`config.mk`:
```
export PLATFORM = sky130hd
export DESIGN_NAME = src_system_control
export DESIGN_NICKNAME = d
export VERILOG_FILES = /design/src/pkg/src_pkg.sv /design/src/logic/src_system_control.sv
export SDC_FILE = /design/constraint.sdc
export NUM_CORES = 1
export LEC_CHECK = 0
export BUFFER_PORTS_ARGS = -buffer_cell sky130_fd_sc_hd__buf_2
export CORE_MARGIN = 2
export CORE_UTILIZATION = 40
export CTS_BUF_LIST = sky130_fd_sc_hd__clkbuf_16
export CTS_CLUSTER_SIZE = 40
export DETAILED_ROUTE_END_ITERATION = 6
export HOLD_SLACK_MARGIN = 0.1
export PLACE_DENSITY = 0.69
export SYNTH_ARGS = -nofsm -noshare
export SYNTH_HDL_FRONTEND = slang
export SYNTH_SLANG_ARGS = --single-unit
export TNS_END_PERCENT = 10
```
`constraint.sdc`:
```
create_clock -name core_clk_i -period 3.1 [get_ports core_clk_i]
set_input_delay 0.62 -clock core_clk_i [delete_from_list [all_inputs] [get_ports core_clk_i]]
set_output_delay 0.62 -clock core_clk_i [all_outputs]
set_load 0.005 [all_outputs]
```
`src/pkg/src_pkg.sv`:
```
// Constants, register map and types for the system reset and clock control block
//
// What this block does
// Brown-out reset disabled after reset until enabled
// Brown-out raises interrupt or reset by configuration
// Brown-out resets only when its enable set
// Brown-out reset held while supply low
// Reset cause records brown-out resets
// Set then clear soft bit resets peripheral
// Soft reset bits match clock gate bits
// Soft reset asserts all unit clock-domain resets
// System reset request resets whole system
// Software reset asserts then releases internal reset
// Watchdog interrupts first, may reset second
// Watchdog reloads 32-bit counter after first timeout
// Watchdog resets on second zero if uncleared, enabled
// Watchdog reset asserts then releases internal reset
// Regulator adjust spans 2.25 V to 2.75 V
// Internal oscillator selected during and after power-on
// Software enables, waits main oscillator before switching
// Clock mux chooses among six sources
// Software keeps PLL reference 3.579545-8.192 MHz
// Extended config overrides basic when selected
// Converter clock divided to 16 MHz automatically
// Each peripheral clock enabled by software
// 30 kHz oscillator usable in deep sleep
// Cause bits sticky; power-on clears others, sets own
// External reset spares test port; power-on resets it
// Reset sources combined, synchronised to system clock
package src_pkg;
   localparam int          ADDR_W          = 6;
   localparam int          DATA_W          = 32;
   localparam int          PER_W           = 96;
   // Register offsets
   localparam logic [5:0]  OFS_BOR_CTL     = 6'h00;
   localparam logic [5:0]  OFS_CAUSE       = 6'h04;
   localparam logic [5:0]  OFS_SRST0       = 6'h08;
   localparam logic [5:0]  OFS_SRST1       = 6'h0C;
   localparam logic [5:0]  OFS_SRST2       = 6'h10;
   localparam logic [5:0]  OFS_CLKGATE0    = 6'h14;
   localparam logic [5:0]  OFS_CLKGATE1    = 6'h18;
   localparam logic [5:0]  OFS_CLKGATE2    = 6'h1C;
   localparam logic [5:0]  OFS_RCC         = 6'h20;
   localparam logic [5:0]  OFS_RCC_EXT     = 6'h24;
   localparam logic [5:0]  OFS_REG_CTL     = 6'h28;
   localparam logic [5:0]  OFS_WDT_LOAD    = 6'h2C;
   localparam logic [5:0]  OFS_WDT_CTL     = 6'h30;
   localparam logic [5:0]  OFS_WDT_VAL     = 6'h34;
   localparam logic [5:0]  OFS_SYS_CTL     = 6'h38;
   localparam logic [5:0]  OFS_DSLP_CFG    = 6'h3C;
   // Field positions
   localparam int          BOR_INT_BIT     = 0;
   localparam int          BOR_RST_EN_BIT  = 1;
   localparam int          CAUSE_EXT_BIT   = 0;
   localparam int          CAUSE_POR_BIT   = 1;
   localparam int          CAUSE_BOR_BIT   = 2;
   localparam int          CAUSE_WDT_BIT   = 3;
   localparam int          CAUSE_SW_BIT    = 4;
   localparam int          RCC_SRC_LSB     = 4;
   localparam int          RCC_DIV_LSB     = 0;
   localparam int          RCC_EXT_SEL_BIT = 31;
   localparam int          WDT_INT_EN_BIT  = 0;
   localparam int          WDT_RST_EN_BIT  = 1;
   localparam int          WDT_INT_CLR_BIT = 2;
   localparam int          SYS_RST_REQ_BIT = 0;
   localparam int          REGULATOR_ADJUST_W          = 6;
   // Reset values
   localparam logic [31:0] BOR_CTL_RST     = 32'h0000_0000;
   localparam logic [31:0] RCC_RST         = 32'h0000_0000;
   localparam logic [31:0] WDT_LOAD_RST    = 32'hFFFF_FFFF;
   localparam logic [5:0]  REGULATOR_ADJUST_RST        = 6'h00;
   localparam logic [4:0]  CAUSE_POR_VAL   = 5'h02;
   // Timing
   localparam int          CLK_KHZ         = 25000;
   localparam int          ADC_KHZ         = 16000;
   localparam int          RST_HOLD_NS     = 160;
   localparam int          RST_HOLD_CYC    = (RST_HOLD_NS * CLK_KHZ + 999_999) / 1_000_000;
   localparam int          ADC_DIV_STEP    = ADC_KHZ;

   typedef enum logic [2:0]
   {
      SRC_INT_OSC,
      SRC_MAIN_OSC,
      SRC_OSC_30K,
      SRC_RT_OSC,
      SRC_PLL,
      SRC_INT_DIV4
   } src_clk_src_t;

   typedef enum logic [1:0]
   {
      SRC_RUN,
      SRC_HOLD,
      SRC_RELEASE
   } src_rst_state_t;
endpackage : src_pkg

```
`src/logic/src_system_control.sv`:
```
// System reset, reset cause, watchdog and clock selection control
`timescale 1ns/100ps
`default_nettype none
module src_system_control
(
   input  wire logic                        core_clk_i,
   input  wire logic                        rst_n_i,
   input  wire logic                        ext_rst_n_i,
   input  wire logic                        brownout_i,
   input  wire logic [src_pkg::ADDR_W-1:0]  addr_i,
   input  wire logic [src_pkg::DATA_W-1:0]  wdata_i,
   input  wire logic                        wr_i,
   input  wire logic                        rd_i,
   output logic      [src_pkg::DATA_W-1:0]  rdata_o,
   output logic                             sys_rst_n_o,
   output logic                             tap_rst_n_o,
   output logic      [src_pkg::PER_W-1:0]   per_rst_n_o,
   output logic      [src_pkg::PER_W-1:0]   per_clk_en_o,
   output logic                             brownout_irq_o,
   output logic                             wdt_irq_o,
   output logic      [2:0]                  clk_src_o,
   output logic      [5:0]                  sys_div_o,
   output logic      [5:0]                  regulator_adjust_o,
   output logic      [2:0]                  deep_sleep_src_o,
   output logic                             adc_clk_en_o
);
   import src_pkg::*;

   logic        ext_s1_q, ext_s2_q, bor_s1_q, bor_s2_q;
   logic [31:0] bor_ctl_q, rcc_q, rcc_ext_q, wdt_load_q, wdt_cnt_q, wdt_ctl_q;
   logic [31:0] srst_q [3];
   logic [31:0] cgate_q [3];
   logic [4:0]  cause_q;
   logic        wdt_int_q, wdt_rst_req_q, sw_req_q, por_done_q, bor_hold_q;
   logic [5:0]  regulator_adjust_q;
   logic [2:0]  dslp_q;
   logic [15:0] adc_acc_q;
   logic [7:0]  hold_cnt_q;
   logic        sys_rst_n_q;
   logic [PER_W-1:0] srst_prev_q, per_pulse_q;
   logic [31:0] rdata_q;
   logic        bor_rst, rst_src, soft_rst;
   logic [31:0] rcc_eff;
   src_rst_state_t st_q;

   // Two-flop synchronisers for pin-level sources
   always_ff @(posedge core_clk_i or negedge rst_n_i)
      if (!rst_n_i)
      begin
         ext_s1_q <= 1'b0;
         ext_s2_q <= 1'b0;
         bor_s1_q <= 1'b0;
         bor_s2_q <= 1'b0;
      end
      else
      begin
         ext_s1_q <= ~ext_rst_n_i;
         ext_s2_q <= ext_s1_q;
         bor_s1_q <= brownout_i;
         bor_s2_q <= bor_s1_q;
      end

   assign bor_rst  = bor_s2_q && bor_ctl_q[BOR_RST_EN_BIT];
   assign rst_src  = ext_s2_q || bor_rst || bor_hold_q || wdt_rst_req_q || sw_req_q;
   assign soft_rst = !sys_rst_n_q;

   // Brownout reset latched until supply recovers; survives the config clear
   always_ff @(posedge core_clk_i or negedge rst_n_i)
      if (!rst_n_i)
         bor_hold_q <= 1'b0;
      else
         bor_hold_q <= bor_s2_q && (bor_hold_q || bor_rst);

   // Internal reset sequencer: hold while any source active, then release
   always_ff @(posedge core_clk_i or negedge rst_n_i)
      if (!rst_n_i)
      begin
         st_q        <= SRC_HOLD;
         hold_cnt_q  <= 8'h00;
         sys_rst_n_q <= 1'b0;
      end
      else
         unique case (st_q)
            SRC_RUN:
               if (rst_src)
               begin
                  st_q        <= SRC_HOLD;
                  sys_rst_n_q <= 1'b0;
                  hold_cnt_q  <= 8'h00;
               end
            SRC_HOLD:
               if (rst_src)
                  hold_cnt_q <= 8'h00;
               else if (hold_cnt_q == 8'(RST_HOLD_CYC - 1))
                  st_q <= SRC_RELEASE;
               else
                  hold_cnt_q <= hold_cnt_q + 8'h01;
            SRC_RELEASE:
            begin
               sys_rst_n_q <= 1'b1;
               st_q        <= SRC_RUN;
            end
         endcase

   assign sys_rst_n_o = sys_rst_n_q;
   assign tap_rst_n_o = por_done_q;

   // Reset cause, sticky; power-on leaves only its own bit
   always_ff @(posedge core_clk_i or negedge rst_n_i)
      if (!rst_n_i)
      begin
         cause_q    <= CAUSE_POR_VAL;
         por_done_q <= 1'b0;
      end
      else
      begin
         por_done_q <= 1'b1;
         if (wr_i && addr_i == OFS_CAUSE)
            cause_q <= wdata_i[4:0];
         if (ext_s2_q)
            cause_q[CAUSE_EXT_BIT] <= 1'b1;
         if (bor_rst)
            cause_q[CAUSE_BOR_BIT] <= 1'b1;
         if (wdt_rst_req_q)
            cause_q[CAUSE_WDT_BIT] <= 1'b1;
         if (sw_req_q)
            cause_q[CAUSE_SW_BIT] <= 1'b1;
      end

   // Configuration registers, cleared by the internal system reset too, except regulator adjust and deep-sleep config
   always_ff @(posedge core_clk_i or negedge rst_n_i)
      if (!rst_n_i)
      begin
         bor_ctl_q  <= BOR_CTL_RST;
         rcc_q      <= RCC_RST;
         rcc_ext_q  <= RCC_RST;
         wdt_load_q <= WDT_LOAD_RST;
         wdt_ctl_q  <= 32'h0000_0000;
         regulator_adjust_q     <= REGULATOR_ADJUST_RST;
         dslp_q     <= 3'h0;
         sw_req_q   <= 1'b0;
         for (int i = 0; i < 3; i++)
         begin
            srst_q[i]  <= 32'h0000_0000;
            cgate_q[i] <= 32'h0000_0000;
         end
      end
      else if (soft_rst)
      begin
         bor_ctl_q  <= BOR_CTL_RST;
         rcc_q      <= RCC_RST;
         rcc_ext_q  <= RCC_RST;
         wdt_load_q <= WDT_LOAD_RST;
         wdt_ctl_q  <= 32'h0000_0000;
         sw_req_q   <= 1'b0;
         for (int i = 0; i < 3; i++)
         begin
            srst_q[i]  <= 32'h0000_0000;
            cgate_q[i] <= 32'h0000_0000;
         end
      end
      else
      begin
         sw_req_q <= wr_i && addr_i == OFS_SYS_CTL && wdata_i[SYS_RST_REQ_BIT];
         if (wr_i)
            unique case (addr_i)
               OFS_BOR_CTL:  bor_ctl_q  <= wdata_i;
               OFS_SRST0:    srst_q[0]  <= wdata_i;
               OFS_SRST1:    srst_q[1]  <= wdata_i;
               OFS_SRST2:    srst_q[2]  <= wdata_i;
               OFS_CLKGATE0: cgate_q[0] <= wdata_i;
               OFS_CLKGATE1: cgate_q[1] <= wdata_i;
               OFS_CLKGATE2: cgate_q[2] <= wdata_i;
               OFS_RCC:      rcc_q      <= wdata_i;
               OFS_RCC_EXT:  rcc_ext_q  <= wdata_i;
               OFS_REG_CTL:  regulator_adjust_q     <= wdata_i[REGULATOR_ADJUST_W-1:0];
               OFS_WDT_LOAD: wdt_load_q <= wdata_i;
               OFS_WDT_CTL:  wdt_ctl_q  <= {wdata_i[31:3], 1'b0, wdata_i[1:0]};
               OFS_DSLP_CFG: dslp_q     <= wdata_i[2:0];
               default: ;
            endcase
      end

   // Peripheral reset pulse on falling soft-reset bit; one pulse bit per peripheral
   always_ff @(posedge core_clk_i or negedge rst_n_i)
      if (!rst_n_i)
      begin
         srst_prev_q <= '0;
         per_pulse_q <= '0;
      end
      else
      begin
         srst_prev_q <= {srst_q[2], srst_q[1], srst_q[0]};
         per_pulse_q <= srst_prev_q & ~{srst_q[2], srst_q[1], srst_q[0]};
      end

   assign per_rst_n_o  = ~(per_pulse_q | {PER_W{soft_rst}});
   assign per_clk_en_o = {cgate_q[2], cgate_q[1], cgate_q[0]};

   // Watchdog: first zero interrupts and reloads, second zero resets
   always_ff @(posedge core_clk_i or negedge rst_n_i)
      if (!rst_n_i)
      begin
         wdt_cnt_q     <= WDT_LOAD_RST;
         wdt_int_q     <= 1'b0;
         wdt_rst_req_q <= 1'b0;
      end
      else if (soft_rst)
      begin
         wdt_cnt_q     <= WDT_LOAD_RST;
         wdt_int_q     <= 1'b0;
         wdt_rst_req_q <= 1'b0;
      end
      else if (wr_i && addr_i == OFS_WDT_LOAD)
         wdt_cnt_q <= wdata_i;
      else if (wdt_ctl_q[WDT_INT_EN_BIT])
      begin
         if (wdt_cnt_q == 32'h0000_0000)
         begin
            wdt_cnt_q <= wdt_load_q;
            if (wdt_int_q && wdt_ctl_q[WDT_RST_EN_BIT])
               wdt_rst_req_q <= 1'b1;
            wdt_int_q <= 1'b1;
         end
         else
         begin
            wdt_cnt_q <= wdt_cnt_q - 32'h0000_0001;
            if (wr_i && addr_i == OFS_WDT_CTL && wdata_i[WDT_INT_CLR_BIT])
               wdt_int_q <= 1'b0;
         end
      end

   assign wdt_irq_o      = wdt_int_q;
   assign brownout_irq_o = bor_s2_q && bor_ctl_q[BOR_INT_BIT] && !bor_ctl_q[BOR_RST_EN_BIT];

   // Clock selection with extended override
   assign rcc_eff   = rcc_ext_q[RCC_EXT_SEL_BIT] ? rcc_ext_q : rcc_q;
   assign clk_src_o = (rcc_eff[RCC_SRC_LSB +: 3] > 3'(SRC_INT_DIV4))
                      ? 3'(SRC_INT_OSC) : rcc_eff[RCC_SRC_LSB +: 3];
   assign sys_div_o          = rcc_eff[RCC_DIV_LSB +: 4] == 4'h0 ? 6'h00 : {2'b00, rcc_eff[RCC_DIV_LSB +: 4]};
   assign regulator_adjust_o = regulator_adjust_q;
   assign deep_sleep_src_o   = dslp_q;

   // Converter clock enable: fractional divide to 16 MHz
   always_ff @(posedge core_clk_i or negedge rst_n_i)
      if (!rst_n_i)
      begin
         adc_acc_q    <= 16'h0000;
         adc_clk_en_o <= 1'b0;
      end
      else if (adc_acc_q + 16'(ADC_DIV_STEP) >= 16'(CLK_KHZ))
      begin
         adc_acc_q    <= adc_acc_q + 16'(ADC_DIV_STEP) - 16'(CLK_KHZ);
         adc_clk_en_o <= 1'b1;
      end
      else
      begin
         adc_acc_q    <= adc_acc_q + 16'(ADC_DIV_STEP);
         adc_clk_en_o <= 1'b0;
      end

   // Read port, data one cycle after strobe
   always_ff @(posedge core_clk_i or negedge rst_n_i)
      if (!rst_n_i)
         rdata_q <= 32'h0000_0000;
      else if (rd_i)
         unique case (addr_i)
            OFS_BOR_CTL:  rdata_q <= bor_ctl_q;
            OFS_CAUSE:    rdata_q <= {27'h0, cause_q};
            OFS_SRST0:    rdata_q <= srst_q[0];
            OFS_SRST1:    rdata_q <= srst_q[1];
            OFS_SRST2:    rdata_q <= srst_q[2];
            OFS_CLKGATE0: rdata_q <= cgate_q[0];
            OFS_CLKGATE1: rdata_q <= cgate_q[1];
            OFS_CLKGATE2: rdata_q <= cgate_q[2];
            OFS_RCC:      rdata_q <= rcc_q;
            OFS_RCC_EXT:  rdata_q <= rcc_ext_q;
            OFS_REG_CTL:  rdata_q <= {26'h0, regulator_adjust_q};
            OFS_WDT_LOAD: rdata_q <= wdt_load_q;
            OFS_WDT_CTL:  rdata_q <= {wdt_ctl_q[31:3], wdt_int_q, wdt_ctl_q[1:0]};
            OFS_WDT_VAL:  rdata_q <= wdt_cnt_q;
            OFS_DSLP_CFG: rdata_q <= {29'h0, dslp_q};
            default:      rdata_q <= 32'h0000_0000;
         endcase
      else
         rdata_q <= 32'h0000_0000;

   assign rdata_o = rdata_q;
endmodule : src_system_control
`default_nettype wire

```
# Word-level counts from Yosys, hierarchy flattened
# Index checks and enable logic that the tools add are counted.
# classes
n_bitwise	5
eq_ne	40
magnitude_cmp	2
reduce_logical	46
addsub	4
n_mux	62
# op_table
op	n
2-to-1 mux 32 bit	26
case mux 32 bit (15 select lines)	1
2-to-1 mux 96 bit	4
NOT 96 bit	2
AND 96 bit	1
OR 96 bit	1
== test 6 bit, second input constant	8
logical NOT 32 bit	1
subtractor 32 x 1 -> 32 bit, second input constant	1
inequality test 2 x 1 -> 1 bit, second input constant	13
== test 6 x 5 -> 1 bit, second input constant	4
2-to-1 mux 8 bit	3
AND reduction 2 bit	12
2-to-1 mux 1 bit	17
adder 16 x 14 -> 16 bit, second input constant	1
greater-or-equal comparator 16 x 15 -> 1 bit, second input constant	1
2-to-1 mux 16 bit	1
case mux 8 bit (2 select lines)	1
subtractor 16 x 15 -> 16 bit, second input constant	1
AND reduction 3 bit	5
== test 6 x 4 -> 1 bit, second input constant	2
inequality test 2 bit, second input constant	6
nonzero test 2 bit	6
logical AND 1 bit	11
other kinds (23)	30
# word_totals
reg_bits	659
inputBits	44

# Depth between registers and ports, before layout
# depth
ltp_word	8
depth_mapped	10
ltp_nobuf	9

# Worst setup path before layout
# No wires, ideal clock.
# synth_timing
path_type	input to register
start	in addr_i[5] (netlist name)
end	reg rdata_q[27], in the netlist rdata_o[27]
path_stages	9
arrival_ns	2.374
slack_ns	0.644
required_ns	3.018
path_cell_list	clkbuf_1 nand2b_1 clkbuf_1 nor2_1 clkbuf_1 buf_1 a22oi_1 and3_1 a31oi_1
# synth_between
elab_chain_cells	3
word_cells_on_any_way	17
classes_between	14 x eq/ne; 2 x mux; 1 x reduce/logical
# synth_rtl
element	line	source
from (decl)	src_system_control.sv:10	input wire logic [src_pkg::ADDR_W-1:0] addr_i,
== test 6 bit, or another cell as far along	src_system_control.sv:267	unique case (addr_i)
case mux 32 bit (15 select lines) (*)	src_system_control.sv:267	
2-to-1 mux 32 bit (*)	src_system_control.sv:266	else if (rd_i)
to (signal assigned)	src_system_control.sv:268	OFS_BOR_CTL: rdata_q <= bor_ctl_q;
to (signal assigned)	src_system_control.sv:269	OFS_CAUSE: rdata_q <= {27'h0, cause_q};
to (signal assigned)	src_system_control.sv:270	OFS_SRST0: rdata_q <= srst_q[0];
to (decl)	src_system_control.sv:41	logic [31:0] rdata_q;
# Mark *: on every way between the ends. The rest lies on a longest branch, timed or not.
# A chain may end at the register's enable or synchronous reset.

# Worst setup path in the final report
# layout_timing
start	reg sys_rst_n_q, in the netlist sys_rst_n_o
end	out per_rst_n_o[52] (netlist name)
# layout_between
elab_chain_cells	3
# layout_rtl
element	line	source
from (decl)	src_system_control.sv:39	logic sys_rst_n_q;
from (signal assigned)	src_system_control.sv:80	sys_rst_n_q <= 1'b0;
from (signal assigned)	src_system_control.sv:88	sys_rst_n_q <= 1'b0;
from (signal assigned)	src_system_control.sv:100	sys_rst_n_q <= 1'b1;
logical NOT 1 bit	src_system_control.sv:65	assign soft_rst = !sys_rst_n_q;
OR 96 bit	src_system_control.sv:197	assign per_rst_n_o = ~(per_pulse_q | {PER_W{soft_rst}});
NOT 96 bit	src_system_control.sv:197	
to (decl)	src_system_control.sv:17	output logic [src_pkg::PER_W-1:0] per_rst_n_o,
# No other way between the ends.

==> results.yml <==
die:
  core_area_mm2: 0.0685
  dieArea_mm2: 0.0712
  io_pins: 291
  rows: 96
  dieWidth_um: 267
  start_util_pct: 40.3
  die_y_um: 267
clock_tree:
  insertion_delay_ps: 640
  cts_resized: 0
  clockRootBuffer: "clkbuf_16"
  ctsHoldBuffers: 2
  cts.clk_slew.worst_paths_ps: 60
  cts_buffers: 71
  clock_path_buffers: 3
  cts.sinks: 655
  cts_tree: "done"
  cts_max_level: 3
  post-cts-setup-buffer-count: 0
finish:
  final_cell_mix: "nand2_1, dfrtp_1, a21oi_1"
  layout-drive-gt1-share_pct: 19.8
  final_common_cell: "nand2_1"
  final_area_mm2: 0.0329
  n_fill_cell: 6356
  areaGrowthSynthToFinish_pct: 19.2
  nets: 3156
sta:
  finClkSkew_ps: 28.4
  drv_slew: 0
  relSlewSlack_pct: 56.2
  holdWs_ps: 132
  timing.final.crit_share_pct: 85.5
  finalWorstSetupSlack_ps: 450
  rsz0062_at_grt: "no"
  hold_viol_final: 0
  post-route-min-period_ps: 2650
  maxClockFrequency_mhz: 377
  tightest_slew_ps: 658
  finalSetupTns_ps: 0
  setup_viol: 0
routing:
  drt-met1-wl_mm: 39.2
  dr_wl_met2_mm: 42.3
  top_layer: "met5"
  ant_nets: 0
  vias: 23500
  avgViaCountPerCell: 5.80
  drtIter0Drc: 3098
  post_drt_wl_per_cell_um: 23.5
  wirelength_mm: 95.2
  drc: 9
  routed-wl-met3_mm: 9.82
  dr.pass1.iters: 7
worst_hold_path:
  hold_start: "ext_rst_n_i"
  whs_path_depth: 2
  hp-class: "in2reg"
  worst_hold_path.endpoint: "ext_s1_q"
worst_setup_path:
  r2r_setup_slack_ps: 460
  arrival_ps: 2030
  reg2regPathDepth: 9
  crit_fanout: 66
  crit-reg2reg-launch: "wdt_cnt_q[7]"
  crit_required_ps: 2480
  crit_path_start_kind: "flip-flop"
  critical_path_class: "reg2out"
  end_kind: "output port"
  reg2reg_to: "wdt_cnt_q[3]"
global_route:
  grt_pass1_vias: 22600
  grt_pass1_wl_mm: 143
  grt-ovfl-total: 0
  antenna_found_initial: 6
  grt_use_total_pct: 26.6
  grt_max_degree: 117
power_and_ir_drop:
  p_int_w: 0.0138
  power_w: 0.0183
  p_sw_w: 0.00447
  pwr-share-seq_pct: 47.3
  combPwrFrac_pct: 6.4
  leakagePower_nw: 14.7
  vdd_drop_max_uv: 448
  clockPowerShare_pct: 46.2
  powerDensity_mw_per_mm2: 555
  swShare_pct: 24.5
logic_synthesis:
  synth_cells: 2852
  synth.top_cells.by_area: "dfrtp_1, nand2_1, a21oi_1, dfstp_2, clkbuf_1"
  synthFlopType: "dfrtp_1"
  synth_top_cell_area_share_pct: 53.4
  ys_seq_elements: 655
  synthArstFlopShare_pct: 100
  ys_seq_area_share_pct: 59.7
  yosys.area.top_type: "dfrtp_1"
  synth-edff-count: 0
  yosys_warnings: 0
  synth_area_mm2: 0.0276
  ys_types: 74
  syn_avg_cell_area_um2: 9.68
placed_design:
  post_dp_cell_area_mm2: 0.0306
  place_ws_ps: 427
  gp_congestion: 0.913
  dp_hpwl_mm: 63.6
  portBuffers: 288
outcome:
  status: "complete, but fails checks"
  failed_checks: "DRC"
job:
  cap_violations: 0
[Yosys cell counts (all sizes together) (9+ instances only)]
| master | count |
|---|---|
| nand2 | 770 |
| dfrtp | 589 |
| a21oi | 358 |
| clkbuf | 210 |
| nor2 | 161 |
| nor2b | 98 |
| dfstp | 66 |
| a221oi | 64 |
| a22o | 64 |
| a22oi | 64 |
| a31oi | 37 |
| nor3 | 34 |
| o21ai | 32 |
| nand3 | 31 |
| and3 | 25 |
| xnor2 | 22 |
| o211ai | 21 |
| buf | 17 |
| inv | 17 |
| nor4 | 15 |
| mux2 | 14 |
| a41oi | 10 |
| ha | 10 |
| nand2b | 9 |
| xor2 | 9 |
[power by group through the flow]
stage                     Sequential (W)  Clock, W  Combinational [W]
after floorplan                  0.00878         0           0.000552
after global routing             0.00864   0.00890            0.00129
after global placement           0.00879         0            0.00118
after CTS                        0.00864   0.00853            0.00119
after detailed placement         0.00879         0            0.00118
final                            0.00864   0.00844            0.00118
[sequential cells by signal, indices dropped and copies added (netlist names), 2 cells and up]
| register | cells |
|---|---|
| cause_q | 5 |
| deep_sleep_src_o | 3 |
| rcc_q | 32 |
| per_pulse_q | 96 |
| hold_cnt_q | 8 |
| wdt_load_q | 32 |
| wdt_ctl_q | 31 |
| adc_acc_q | 13 |
| srst_q | 96 |
| per_clk_en_o | 96 |
| srst_prev_q | 96 |
| wdt_cnt_q | 32 |
| rcc_ext_q | 32 |
| bor_ctl_q | 32 |
| st_q | 2 |
| rdata_o | 32 |
| regulator_adjust_o | 6 |
[cells by family (layout without fill, tap and decap cells)]
kind of cell / count (synthesis) / count (layout) / share of synthesized area [%]
simple gates: 1189 / 1189 / 18.5
compound gates: 703 / 703 / 16.2
flops: 655 / 655 / 59.7
buf+inv: 244 / 551 / 3.43
xor+xnor: 31 / 31 / 0.983
mux: 18 / 18 / 0.716
fa+ha+maj: 10 / 10 / 0.453
other cells: 2 / 7 / 0.0272
[routing by layer]
layer / up-vias / global-route usage, %
met5: - / 0
met3: 251 / 6.46
met1: 11600 / 37.1
met2: 1315 / 39.9
met4: 8 / 10.5
li1: 10300 / -
[critical path, stage by stage (launching register included)]
cell     delay, ps
dfrtp_2        440
inv_8          340
buf_4          310
nor2_1          80
buf_2          130
[area by class of cell]
| class | count | area (um2) | share of cell area (%) |
|---|---|---|---|
| antenna | 4 | 10.0 | 0.0304 |
| clock buffer | 74 | 1850 | 5.63 |
| clock inverter | 57 | 472 | 1.43 |
| inverter | 17 | 76.3 | 0.232 |
| multi-input combinational | 1954 | 10400 | 31.5 |
| sequential | 655 | 16500 | 50.1 |
| tap | 882 | 1100 | 3.35 |
| timing repair buffer | 403 | 2560 | 7.77 |
[worst max-delay path by stage]
stage | start | end | slack [ps] | cells past startpoint
6_report | sys_rst_n_o | per_rst_n_o[52] | 450 | 4
5_1_grt | wdt_cnt_q[7] | wdt_cnt_q[2] | 210 | 9
4_1_cts | sys_rst_n_o | per_rst_n_o[83] | 450 | 4
3_5_place_dp | addr_i[5] | rdata_o[30] | 430 | 8
3_3_place_gp | addr_i[5] | rdata_o[30] | 450 | 8
2_1_floorplan | addr_i[5] | rdata_o[27] | 640 | 9
[per-stage QoR]
| stage | instances | utilization [%] |
|---|---|---|
| 2_1_floorplan | 2853 | - |
| 3_3_place_gp | 3909 | 44.6 |
| 3_5_place_dp | 3909 | 44.6 |
| 4_1_cts | 4042 | 48.1 |
| 5_1_grt | 4043 | 48.1 |
| 6_report | 4046 | 48.1 |
Note: power is estimated with default switching activity, not from simulation.
